[src/wor_regs.svh]
/*
 * Register offsets, field positions, reset values and timing counts of the wake-on-radio sleep timer.
 * Assumes inclusion by bare name from the timer modules; holds definitions only.
 */
`ifndef WOR_REGS_SVH
`define WOR_REGS_SVH

`define WOR_EVT_HIGH_OFS 6'h1E
`define WOR_EVT_LOW_OFS 6'h1F
`define WOR_CTRL_OFS 6'h20

`define WOR_EVT_HIGH_RST 8'h87
`define WOR_EVT_LOW_RST 8'h6B

`define WOR_CTRL_PD_BIT 7
`define WOR_CTRL_E1_MSB 6
`define WOR_CTRL_E1_LSB 4
`define WOR_CTRL_CAL_BIT 3
`define WOR_CTRL_RES_MSB 1
`define WOR_CTRL_RES_LSB 0

`define WOR_CTRL_PD_RST 1'h1
`define WOR_CTRL_E1_RST 3'h7
`define WOR_CTRL_CAL_RST 1'h1
`define WOR_CTRL_RES_RST 2'h0

`define WOR_RC_DIVIDE 750

`define WOR_E1_PERIODS_0 6'h04
`define WOR_E1_PERIODS_1 6'h06
`define WOR_E1_PERIODS_2 6'h08
`define WOR_E1_PERIODS_3 6'h0C
`define WOR_E1_PERIODS_4 6'h10
`define WOR_E1_PERIODS_5 6'h18
`define WOR_E1_PERIODS_6 6'h20
`define WOR_E1_PERIODS_7 6'h30

`define TIMEOUT_RESOLUTION_SELECT_SHIFT_0 5'h00
`define TIMEOUT_RESOLUTION_SELECT_SHIFT_1 5'h05
`define TIMEOUT_RESOLUTION_SELECT_SHIFT_2 5'h0A
`define TIMEOUT_RESOLUTION_SELECT_SHIFT_3 5'h0F

`define WOR_CAL_PERIODS 8'h10

`endif

[src/wor_pkg.sv]
/*
 * Types shared by the wake-on-radio sleep timer files.
 * Assumes nothing beyond the constants header.
 */
package wor_pkg;

   // Gray codes along off, calibrate, run.
   typedef enum logic [1:0] {
      OSC_OFF = 2'h0,
      OSC_CAL = 2'h1,
      OSC_RUN = 2'h3
   } osc_state_e;

   typedef logic [5:0] reg_addr_t;
   typedef logic [7:0] reg_byte_t;

endpackage

[src/rc_tick_gen.sv]
/*
 * Slow RC clock model: one tick every DIVIDE crystal clocks while enabled.
 * Assumes core_clk is the crystal clock and run comes from logic on that clock.
 */
`timescale 1ns/1ps
`include "wor_regs.svh"

module rc_tick_gen #(
   parameter int DIVIDE = `WOR_RC_DIVIDE
) (
   input wire logic core_clk,
   input wire logic sys_rst,
   input wire logic run,
   output logic tick
);

   logic [9:0] div_reg;
   logic [9:0] div_next;
   logic tick_reg;
   logic tick_next;

   always_comb begin
      div_next = div_reg;
      tick_next = 1'b0;
      if (!run) begin
         div_next = 10'h000;
      end else if (div_reg == 10'(DIVIDE - 1)) begin
         div_next = 10'h000;
         tick_next = 1'b1;
      end else begin
         div_next = div_reg + 10'h001;
      end
   end

   always_ff @(posedge core_clk) begin
      if (sys_rst) begin
         div_reg <= 10'h000;
         tick_reg <= 1'b0;
      end else begin
         div_reg <= div_next;
         tick_reg <= tick_next;
      end
   end

   assign tick = tick_reg;

endmodule

[src/wake_on_radio_timer.sv]
/*
 * Wake-on-radio sleep timer: the two timeout bytes, the control register, the slow RC clock with its
 * power-down and calibration, and the periodic primary and secondary events.
 * Assumes a register port decoded elsewhere from the serial interface, core_clk as the crystal clock,
 * and the radio state machine on the same clock asking for counting through timer_run.
 */
`timescale 1ns/1ps
`include "wor_regs.svh"

module wake_on_radio_timer
   import wor_pkg::*;
#(
   parameter int RC_DIVIDE = `WOR_RC_DIVIDE,
   parameter logic [7:0] CAL_PERIODS = `WOR_CAL_PERIODS
) (
   input wire logic core_clk,
   input wire logic sys_rst,
   input wire reg_addr_t reg_addr,
   input wire logic reg_wr,
   input wire reg_byte_t reg_wdata,
   input wire logic reg_rd,
   output reg_byte_t reg_rdata,
   input wire logic timer_run,
   output logic primary_event,
   output logic secondary_event,
   output logic osc_ready,
   output logic calib_busy
);

   reg_byte_t evt_high_reg;
   reg_byte_t evt_high_next;
   reg_byte_t evt_low_reg;
   reg_byte_t evt_low_next;
   logic slow_osc_power_down_reg;
   logic slow_osc_power_down_next;
   logic [2:0] secondary_delay_select_reg;
   logic [2:0] secondary_delay_select_next;
   logic slow_osc_calib_enable_reg;
   logic slow_osc_calib_enable_next;
   logic [1:0] timeout_resolution_select_reg;
   logic [1:0] timeout_resolution_select_next;
   reg_byte_t rdata_reg;
   reg_byte_t rdata_next;
   reg_byte_t ctrl_view;

   osc_state_e state_reg;
   osc_state_e state_next;
   logic [7:0] cal_cnt_reg;
   logic [7:0] cal_cnt_next;
   logic [30:0] period_cnt_reg;
   logic [30:0] period_cnt_next;
   logic [5:0] delay_cnt_reg;
   logic [5:0] delay_cnt_next;
   logic delay_pend_reg;
   logic delay_pend_next;
   logic prim_reg;
   logic prim_next;
   logic sec_reg;
   logic sec_next;

   logic rc_tick;
   logic [15:0] primary_timeout_value;
   logic [4:0] res_shift;
   logic [30:0] target;
   logic [5:0] delay_periods;

   rc_tick_gen #(
      .DIVIDE(RC_DIVIDE)
   ) u_rc_tick (
      .core_clk(core_clk),
      .sys_rst(sys_rst),
      .run(state_reg != OSC_OFF),
      .tick(rc_tick)
   );

   assign ctrl_view = {slow_osc_power_down_reg, secondary_delay_select_reg, slow_osc_calib_enable_reg, 1'b0,
                       timeout_resolution_select_reg};

   // Register writes and reads; the reserved control bit reads as zero.
   always_comb begin
      evt_high_next = evt_high_reg;
      evt_low_next = evt_low_reg;
      slow_osc_power_down_next = slow_osc_power_down_reg;
      secondary_delay_select_next = secondary_delay_select_reg;
      slow_osc_calib_enable_next = slow_osc_calib_enable_reg;
      timeout_resolution_select_next = timeout_resolution_select_reg;
      rdata_next = rdata_reg;
      if (reg_wr) begin
         unique case (reg_addr)
            `WOR_EVT_HIGH_OFS: begin
               evt_high_next = reg_wdata;
            end
            `WOR_EVT_LOW_OFS: begin
               evt_low_next = reg_wdata;
            end
            `WOR_CTRL_OFS: begin
               slow_osc_power_down_next = reg_wdata[`WOR_CTRL_PD_BIT];
               secondary_delay_select_next = reg_wdata[`WOR_CTRL_E1_MSB:`WOR_CTRL_E1_LSB];
               slow_osc_calib_enable_next = reg_wdata[`WOR_CTRL_CAL_BIT];
               timeout_resolution_select_next = reg_wdata[`WOR_CTRL_RES_MSB:`WOR_CTRL_RES_LSB];
            end
            default: begin
            end
         endcase
      end
      if (reg_rd) begin
         unique case (reg_addr)
            `WOR_EVT_HIGH_OFS: begin
               rdata_next = evt_high_reg;
            end
            `WOR_EVT_LOW_OFS: begin
               rdata_next = evt_low_reg;
            end
            `WOR_CTRL_OFS: begin
               rdata_next = ctrl_view;
            end
            default: begin
               rdata_next = 8'h00;
            end
         endcase
      end
   end

   always_ff @(posedge core_clk) begin
      if (sys_rst) begin
         evt_high_reg <= `WOR_EVT_HIGH_RST;
         evt_low_reg <= `WOR_EVT_LOW_RST;
         slow_osc_power_down_reg <= `WOR_CTRL_PD_RST;
         secondary_delay_select_reg <= `WOR_CTRL_E1_RST;
         slow_osc_calib_enable_reg <= `WOR_CTRL_CAL_RST;
         timeout_resolution_select_reg <= `WOR_CTRL_RES_RST;
         rdata_reg <= 8'h00;
      end else begin
         evt_high_reg <= evt_high_next;
         evt_low_reg <= evt_low_next;
         slow_osc_power_down_reg <= slow_osc_power_down_next;
         secondary_delay_select_reg <= secondary_delay_select_next;
         slow_osc_calib_enable_reg <= slow_osc_calib_enable_next;
         timeout_resolution_select_reg <= timeout_resolution_select_next;
         rdata_reg <= rdata_next;
      end
   end

   assign primary_timeout_value = {evt_high_reg, evt_low_reg};

   always_comb begin
      unique case (timeout_resolution_select_reg)
         2'h0: res_shift = `TIMEOUT_RESOLUTION_SELECT_SHIFT_0;
         2'h1: res_shift = `TIMEOUT_RESOLUTION_SELECT_SHIFT_1;
         2'h2: res_shift = `TIMEOUT_RESOLUTION_SELECT_SHIFT_2;
         2'h3: res_shift = `TIMEOUT_RESOLUTION_SELECT_SHIFT_3;
      endcase
   end

   assign target = {15'h0000, primary_timeout_value} << res_shift;

   always_comb begin
      unique case (secondary_delay_select_reg)
         3'h0: delay_periods = `WOR_E1_PERIODS_0;
         3'h1: delay_periods = `WOR_E1_PERIODS_1;
         3'h2: delay_periods = `WOR_E1_PERIODS_2;
         3'h3: delay_periods = `WOR_E1_PERIODS_3;
         3'h4: delay_periods = `WOR_E1_PERIODS_4;
         3'h5: delay_periods = `WOR_E1_PERIODS_5;
         3'h6: delay_periods = `WOR_E1_PERIODS_6;
         3'h7: delay_periods = `WOR_E1_PERIODS_7;
      endcase
   end

   // Oscillator and event sequencing. A zero timeout is treated as one period so the timer cannot stall.
   always_comb begin
      state_next = state_reg;
      cal_cnt_next = cal_cnt_reg;
      period_cnt_next = period_cnt_reg;
      delay_cnt_next = delay_cnt_reg;
      delay_pend_next = delay_pend_reg;
      prim_next = 1'b0;
      sec_next = 1'b0;
      unique case (state_reg)
         OSC_OFF: begin
            period_cnt_next = 31'h00000000;
            delay_pend_next = 1'b0;
            if (!slow_osc_power_down_reg) begin
               cal_cnt_next = 8'h00;
               state_next = slow_osc_calib_enable_reg ? OSC_CAL : OSC_RUN;
            end
         end
         OSC_CAL: begin
            if (slow_osc_power_down_reg) begin
               state_next = OSC_OFF;
            end else if (!slow_osc_calib_enable_reg) begin
               state_next = OSC_RUN;
            end else if (rc_tick) begin
               cal_cnt_next = cal_cnt_reg + 8'h01;
               if (cal_cnt_reg == CAL_PERIODS - 8'h01) begin
                  state_next = OSC_RUN;
               end
            end
         end
         OSC_RUN: begin
            if (slow_osc_power_down_reg) begin
               state_next = OSC_OFF;
            end else if (!timer_run) begin
               // Stopping the timer restarts the next interval from zero rather than resuming it.
               period_cnt_next = 31'h00000000;
               delay_pend_next = 1'b0;
            end else if (rc_tick) begin
               // primary event at value times resolution
               if (period_cnt_reg + 31'h00000001 >= target) begin
                  period_cnt_next = 31'h00000000;
                  prim_next = 1'b1;
                  delay_pend_next = 1'b1;
                  delay_cnt_next = 6'h00;
               end else begin
                  period_cnt_next = period_cnt_reg + 31'h00000001;
               end
               if (delay_pend_reg) begin
                  // A new primary event restarts the count of a secondary that is still pending.
                  delay_cnt_next = prim_next ? 6'h00 : delay_cnt_reg + 6'h01;
                  if (delay_cnt_reg + 6'h01 == delay_periods) begin
                     sec_next = 1'b1;
                     delay_pend_next = prim_next;
                     delay_cnt_next = 6'h00;
                  end
               end
            end
         end
         default: begin
            state_next = OSC_OFF;
         end
      endcase
   end

   always_ff @(posedge core_clk) begin
      if (sys_rst) begin
         state_reg <= OSC_OFF;
         cal_cnt_reg <= 8'h00;
         period_cnt_reg <= 31'h00000000;
         delay_cnt_reg <= 6'h00;
         delay_pend_reg <= 1'b0;
         prim_reg <= 1'b0;
         sec_reg <= 1'b0;
      end else begin
         state_reg <= state_next;
         cal_cnt_reg <= cal_cnt_next;
         period_cnt_reg <= period_cnt_next;
         delay_cnt_reg <= delay_cnt_next;
         delay_pend_reg <= delay_pend_next;
         prim_reg <= prim_next;
         sec_reg <= sec_next;
      end
   end

   // Status levels follow the next state so they line up with the state register.
   logic ready_reg;
   logic busy_reg;

   always_ff @(posedge core_clk) begin
      if (sys_rst) begin
         ready_reg <= 1'b0;
         busy_reg <= 1'b0;
      end else begin
         ready_reg <= (state_next == OSC_RUN);
         busy_reg <= (state_next == OSC_CAL);
      end
   end

   assign reg_rdata = rdata_reg;
   assign primary_event = prim_reg;
   assign secondary_event = sec_reg;
   assign osc_ready = ready_reg;
   assign calib_busy = busy_reg;

endmodule

[config.mk]
export PLATFORM = sky130hd
export DESIGN_NAME = wake_on_radio_timer
export DESIGN_NICKNAME = d
export VERILOG_FILES = /design/src/wor_pkg.sv /design/src/rc_tick_gen.sv /design/src/wake_on_radio_timer.sv
export VERILOG_INCLUDE_DIRS = /design/src
export SDC_FILE = /design/constraint.sdc
export NUM_CORES = 1
export LEC_CHECK = 0
export ABC_CLOCK_PERIOD_IN_PS = 3550
export BUFFER_PORTS_ARGS = -buffer_cell sky130_fd_sc_hd__buf_2
export CORE_MARGIN = 2
export CORE_UTILIZATION = 45
export CTS_CLUSTER_DIAMETER = 30
export DETAILED_ROUTE_END_ITERATION = 16
export PLACE_DENSITY_LB_ADDON = 0.25
export SETUP_SLACK_MARGIN = 0.4
export SYNTH_ARGS = -nofsm -noshare
export SYNTH_HDL_FRONTEND = slang
export SYNTH_SLANG_ARGS = --single-unit
export TNS_END_PERCENT = 1
[constraint.sdc]
create_clock -name core_clk -period 3.55 [get_ports core_clk]
set_clock_uncertainty 0.05 [all_clocks]
set_input_delay 0.1775 -clock core_clk [delete_from_list [all_inputs] [get_ports core_clk]]
set_output_delay 0.1775 -clock core_clk [all_outputs]
set_load 0.02 [all_outputs]
==> impl_metrics.ini, run 1 <==
[worst_setup_path]
crit_fanout = 6
cp.required_ns = 3.79
reg2reg_from = period_cnt_reg[5]
crit_type = reg -> reg
reg2reg_to = period_cnt_reg[30]
endpoint_kind = register
regToRegSetupSlack_ns = -0.17
critPathLaunchType = register
arrival_ns = 3.96
ff2ff_path_depth = 16

[drt]
drc_errors = 0
wl_per_cell_um = 15.5
viasPerCell = 5.58
vias = 5103
drt_first_pass_iters = 5
antenna_left = 0
drt-initial-drc-count = 262
finalWirelength_um = 14100

[synth]
syn_avg_cell_area_um2 = 8.50
yosysTopAreaCell = dfxtp_1
synth_edf_count = 0
yosysSeqAreaShare_pct = 35.1
synth_cells = 665
synth_nets = 720
synth_area_mm2 = 0.00565
synthArstFlopShare_pct = 0
yosys-top-cells-area = dfxtp_1 35%, ha_1 8.0%, nand2_1 5.4%
synth_cell_types = 57
yosysTopAreaCellShare_pct = 35.1
synth-seq-cells = 99
synth_warnings = 0
synth_flop_cell = dfxtp_1

[floorplanning]
pin_count = 31
row_count = 40
core-area_mm2 = 0.0121
die_w_um = 116
dieArea_mm2 = 0.0135
start_util_pct = 46.7
die_h_um = 116

[grt]
grt.total_usage_pct = 20.9
gr-total-overflow = 0
grt_pass1_vias = 4640
grt_antenna_before_repair = 0
grt_max_degree = 47
grt_pass1_wl_um = 22200

[power]
power_leakage_nw = 2.88
power.density_mw_per_mm2 = 317
p_comb_share_pct = 3.3
swShare_pct = 21.4
switchingPower_mw = 0.479
power_frac_clock_pct = 46.7
finalPower_mw = 2.24
cellInternalPower_mw = 1.76
peakVddDrop_mv = 0.403
power_frac_seq_pct = 50.0

[cells_and_area]
final_nets = 797
n_antenna_cell = 0
final_area_mm2 = 0.00706
mostFrequentLayoutCells = 93 x dfxtp_1, 80 x nand2_1, 56 x buf_4, 55 x nor2_1, 33 x ha_1
area_delta_synth_final_pct = 25.0
final_common_cell = dfxtp_1
final_layout_size_suffix_gt1_share_pct = 24.8
largest_reg_flops = 31

[cts]
cts_hold_buffers = 0
cts_tree = yes
cts-htree-levels = 3
clk_path_buf_depth = 2
insertion_delay_ns = 0.35
clkTransAtPathRegs_ns = 0.06
cts.sink_count = 99
cts_root_buf = clkbuf_16
cts_made_buffers = 9

[run_status]
failed_checks = setup timing
run_status = finished with violations

[placed_design]
dp_slack_ns = -0.199
placement.cell_area_mm2 = 0.00635
place_hpwl_um = 10100
finalWeightedCongestion = 0.872
numPortBuffers = 30

[sta]
fmax_mhz = 269
hold_violations = 0
rsz0062_at_grt = yes
setup_viol = 33
setup_ws_ns = -0.167
fin_crit_ns = 3.72
slew_viol_final = 0
hold_ws_ns = 0.0136
worst_slew_pin_slew_ns = 0.883
relSlewSlack_pct = 41.2
fin_crit_sh_pct = 105

[job]
drv_cap = 0

[hold_path]
min_to = evt_high_reg[2]
hold_start = reg_wdata[2]
hold_path_class = in -> reg
hold_depth = 2
==> power groups by stage <==
stage	clock [mW]	sequential [mW]	combinational, mW
3_5_place_dp	0	1.15	0.0712
3_3_place_gp	0	1.15	0.0702
5_1_grt	1.10	1.12	0.0796
2_1_floorplan	0	1.15	0.0377
4_1_cts	1.06	1.12	0.0721
6_report	1.05	1.12	0.0734
==> stage by stage <==
step	util, %	std cells	setup TNS [ns]
3_5_place_dp	52.5	877	-2.26
4_1_cts	56.0	899	-0.0503
6_report	58.3	914	-2.52
2_1_floorplan	-	665	0
5_1_grt	58.3	914	-8.50
3_3_place_gp	52.5	877	-0.0955
==> cell families (layout without fill, tap and decap cells) <==
family	after synthesis	count (layout)	synth area share, %
compound gates	143	143	17.9
mux	23	23	4.32
flops	99	99	35.1
fa+ha+maj	36	36	7.97
xor+xnor	49	49	7.60
simple gates	268	268	23.5
buf+inv	47	128	3.61
==> final cells by class <==
class,instances,area [um^2]
Fill cell,1091,5050
Multi-Input combinational cell,519,3760
Sequential cell,99,1990
Timing Repair Buffer,97,734
Clock buffer,11,233
Tap cell,168,210
Clock inverter,4,76.3
Inverter,16,60.1
==> per-layer routing <==
layer  global-route usage, %  part of all wire, %  up-vias
li1                        -                    -     2538
met1                    28.1                   48     2447
met2                    33.6                   46       92
met3                    2.98                  2.8       26
met4                    8.73                  2.4        0
met5                       0                    0        -
==> what timing repair did <==
action,4_1_cts,5_1_grt
pin swaps,19,36
resized for setup,15,36
cloned,0,2
setup endpoints to repair,39,39
setup buffers,7,13
==> worst max-delay path, cell delays in order, from the launching register on <==
cell and delay, ns:
dfxtp_2 0.32, and4_4 0.23, nand4_1 0.22, buf_4 0.23, nor3_4 0.20, buf_4 0.14, xor2_1 0.16, ha_1 0.30
a21oi_2 0.17, o21ai_2 0.09, a2111oi_4 0.32, o41ai_4 0.16, a2111oi_4 0.43, buf_4 0.22, buf_12 0.13, and3_4 0.17
a221o_1 0.10
==> cells in the mapped netlist (all sizes together) (8+ instances only) <==
cell type / instances
nand4: 15
nor2b: 15
mux2i: 12
clkbuf: 21
buf: 10
and2: 9
a31oi: 13
and3: 16
mux2: 11
nor3: 12
inv: 16
a211o: 8
nand2: 81
a211oi: 11
a22o: 19
nor2: 61
xor2: 24
a21oi: 35
nand3: 26
ha: 36
dfxtp: 99
a22oi: 8
o21ai: 28
xnor2: 25
==> worst max-delay path by stage <==
| stage | cells after the start | start | slack (ns) | endpoint |
|---|---|---|---|---|
| finish | 16 | period_cnt_reg[5] | -0.17 | period_cnt_reg[30] |
| global route | 16 | period_cnt_reg[5] | -0.32 | period_cnt_reg[30] |
| CTS | 15 | period_cnt_reg[7] | -0.03 | period_cnt_reg[2] |
| detailed placement | 15 | period_cnt_reg[1] | -0.20 | period_cnt_reg[22] |
| global placement | 15 | period_cnt_reg[1] | -0.03 | period_cnt_reg[24] |
| floorplan | 16 | period_cnt_reg[4] | 0.21 | period_cnt_reg[27] |
No activity file was read; power rests on OpenSTA's default activity.
==> inputs of run 2 (changes only) <==
--- a/config.mk
+++ b/config.mk
@@ -6,13 +6,14 @@
 export SDC_FILE = /design/constraint.sdc
 export NUM_CORES = 1
 export LEC_CHECK = 0
-export ABC_CLOCK_PERIOD_IN_PS = 3550
+export ABC_CLOCK_PERIOD_IN_PS = 3900
 export BUFFER_PORTS_ARGS = -buffer_cell sky130_fd_sc_hd__buf_2
 export CORE_MARGIN = 2
 export CORE_UTILIZATION = 45
 export CTS_CLUSTER_DIAMETER = 30
 export DETAILED_ROUTE_END_ITERATION = 16
 export PLACE_DENSITY_LB_ADDON = 0.25
+export RECOVER_POWER = 25
 export SETUP_SLACK_MARGIN = 0.4
 export SYNTH_ARGS = -nofsm -noshare
 export SYNTH_HDL_FRONTEND = slang
==> constraint.sdc (replaced) <==
create_clock -name core_clk -period 3.9 [get_ports core_clk]
set_clock_uncertainty 0.05 [all_clocks]
set_input_delay 0.195 -clock core_clk [delete_from_list [all_inputs] [get_ports core_clk]]
set_output_delay 0.195 -clock core_clk [all_outputs]
set_load 0.02 [all_outputs]
==> run 2 against run 1 <==
  * The run now ends clean
  * Worst setup slack better by 0.39 ns
  * First-iteration DRC count up 36%
  * Clock-buffer cell count decreased by 1
  * Cell area decreased by 2.4%
  * Flip-flop and latch count unchanged
  * Core utilization decreased by 1.4 points
  * Cell count down 2.3%
  * Register-to-register slack improved by 0.39 ns
==> impl_metrics.ini, run 2 (synthesis gave the netlist of run 1 again) <==
[worst_setup_path]
cp.required_ns = 4.09
path_cells = and4_4, nand4_1, nor3_2, buf_4, and3_4, nor2b_1, or2_1, ha_4, nand4_1, buf_4, nor4_4, a2111oi_4, buf_6, buf_8, and3_1, a221o_1
critPathBufInv = 4
crit_type = reg -> reg
crit_slowest_cell = dfxtp_2
endpoint_kind = register
slowest_delay_ns = 0.34
cp_top_family = simple AND/OR/NAND/NOR gates
crit_fanout = 6
arrival_ns = 3.86
critPathLaunchType = register

[placed_design]
numPortBuffers = 30
finalWeightedCongestion = 0.851
dp_slack_ns = 0.0117
place_hpwl_um = 9890

[cells_and_area]
final_common_cell = dfxtp_1
n_antenna_cell = 0
final_layout_size_suffix_gt1_share_pct = 21.9
mostFrequentLayoutCells = 85 x dfxtp_1, 79 x nand2_1, 55 x nor2_1, 38 x buf_4, 31 x ha_1
area_delta_synth_final_pct = 22.0
largest_reg_flops = 31
final_nets = 775
utilization_pct = 56.9

[job]
drv_cap = 0

[cts]
insertion_delay_ns = 0.35
cts_hold_buffers = 0
clk_path_buf_depth = 2
cts_tree = yes
cts_made_buffers = 9
clkTransAtPathRegs_ns = 0.07
cts.sink_count = 99
cts_root_buf = clkbuf_16
cts-htree-levels = 3

[drt]
drt_first_pass_iters = 6
finalWirelength_um = 14400
vias = 5037
drc_errors = 0
viasPerCell = 5.64
drt-initial-drc-count = 356
wl_per_cell_um = 16.1
antenna_left = 0

[floorplanning]
die_h_um = 116
pin_count = 31
start_util_pct = 46.7
row_count = 40
core-area_mm2 = 0.0121
die_w_um = 116
dieArea_mm2 = 0.0135

[grt]
grt_antenna_before_repair = 0
use_met2_pct = 36.1
grt_pass1_wl_um = 23500
gr-total-overflow = 0
grt.total_usage_pct = 22.1
grtUsageMet1_pct = 28.8
grt_most_used_layer = met2
grt_use_met3_pct = 3.77
grt_pass1_vias = 4843
grt_max_degree = 47

[run_status]
run_status = finished, final reports clean

[sta]
setup_viol = 0
fin_crit_ns = 3.67
fmax_mhz = 272
worst_slew_pin_slew_ns = 0.848
finalSetupTns_ns = 0
hold_violations = 0
fin_crit_sh_pct = 94.2
rsz0062_at_grt = yes
hold_ws_ns = 0.0147
relSlewSlack_pct = 43.5
setup_ws_ns = 0.226
slew_viol_final = 0

[power]
power.density_mw_per_mm2 = 284
power_leakage_nw = 2.66
peakVddDrop_mv = 0.230

[hold_path]
hold_path_class = in -> reg
==> run 2: changes by cell type in the layout (fill, tap and decap cells not counted), sizes merged <==
cell,delta
clkinv,+2
bufinv,-2
clkbuf,+13
inv,+2
buf,-36
==> run 2: area by class of cell <==
type / instances / area [um^2]
well taps: 168 / 210
multi-input cells: 519 / 3800
clock inverters: 6 / 53.8
repair buffers: 75 / 518
flip-flops and latches: 99 / 2010
fillers: 1102 / 5220
clock buffers: 10 / 239
inverters: 16 / 60.1
==> run 2: power by group <==
group | switching [mW] | total, mW | internal (mW)
combinational | 0.0417 | 0.0646 | 0.0229
clock | 0.416 | 0.878 | 0.462
sequential | 0.00428 | 1.02 | 1.01
==> run 2: per-layer routing <==
layer / part of all wire [%] / vias up
li1: - / 2489
met1: 44 / 2354
met2: 47 / 155
met3: 5.5 / 39
met4: 3.1 / 0
met5: 0 / -
==> run 2: worst paths after layout <==
check,start,to,slack (ns),cells after the start
worst max-delay path,period_cnt_reg[4],period_cnt_reg[30],0.23,16
worst min-delay path,reg_wdata[2],evt_high_reg[2],0.01,2
worst max register to register,period_cnt_reg[4],period_cnt_reg[30],0.23,16
worst min register to register,period_cnt_reg[22],period_cnt_reg[22],0.43,1
==> run 2: worst register-to-register path: cells and delay by family, from the launching register on <==
family / cells / cell delay [ns]
DFF: 1 / 0.34
and+or+nand+nor: 9 / 1.81
AOI/OAI and AO/OA: 2 / 0.40
buffers and inverters: 4 / 0.66
adders and majority gates: 1 / 0.30
==> run 2: stage by stage <==
stage | instance area, um^2 | std cells | total power, mW
2_1_floorplan | 5670 | 665 | 1.08
3_3_place_gp | 6000 | 847 | 1.11
3_5_place_dp | 6000 | 847 | 1.11
4_1_cts | 6760 | 888 | 1.98
5_1_grt | 6900 | 893 | 2.03
6_report | 6900 | 893 | 1.96
==> run 2: what timing repair did <==
| item | CTS | global route |
|---|---|---|
| pin swaps | 26 | 17 |
| resized for setup | 68 | 15 |
| setup buffers | 22 | 5 |
| cloned | 3 | 0 |
| setup endpoints to repair | 39 | 39 |
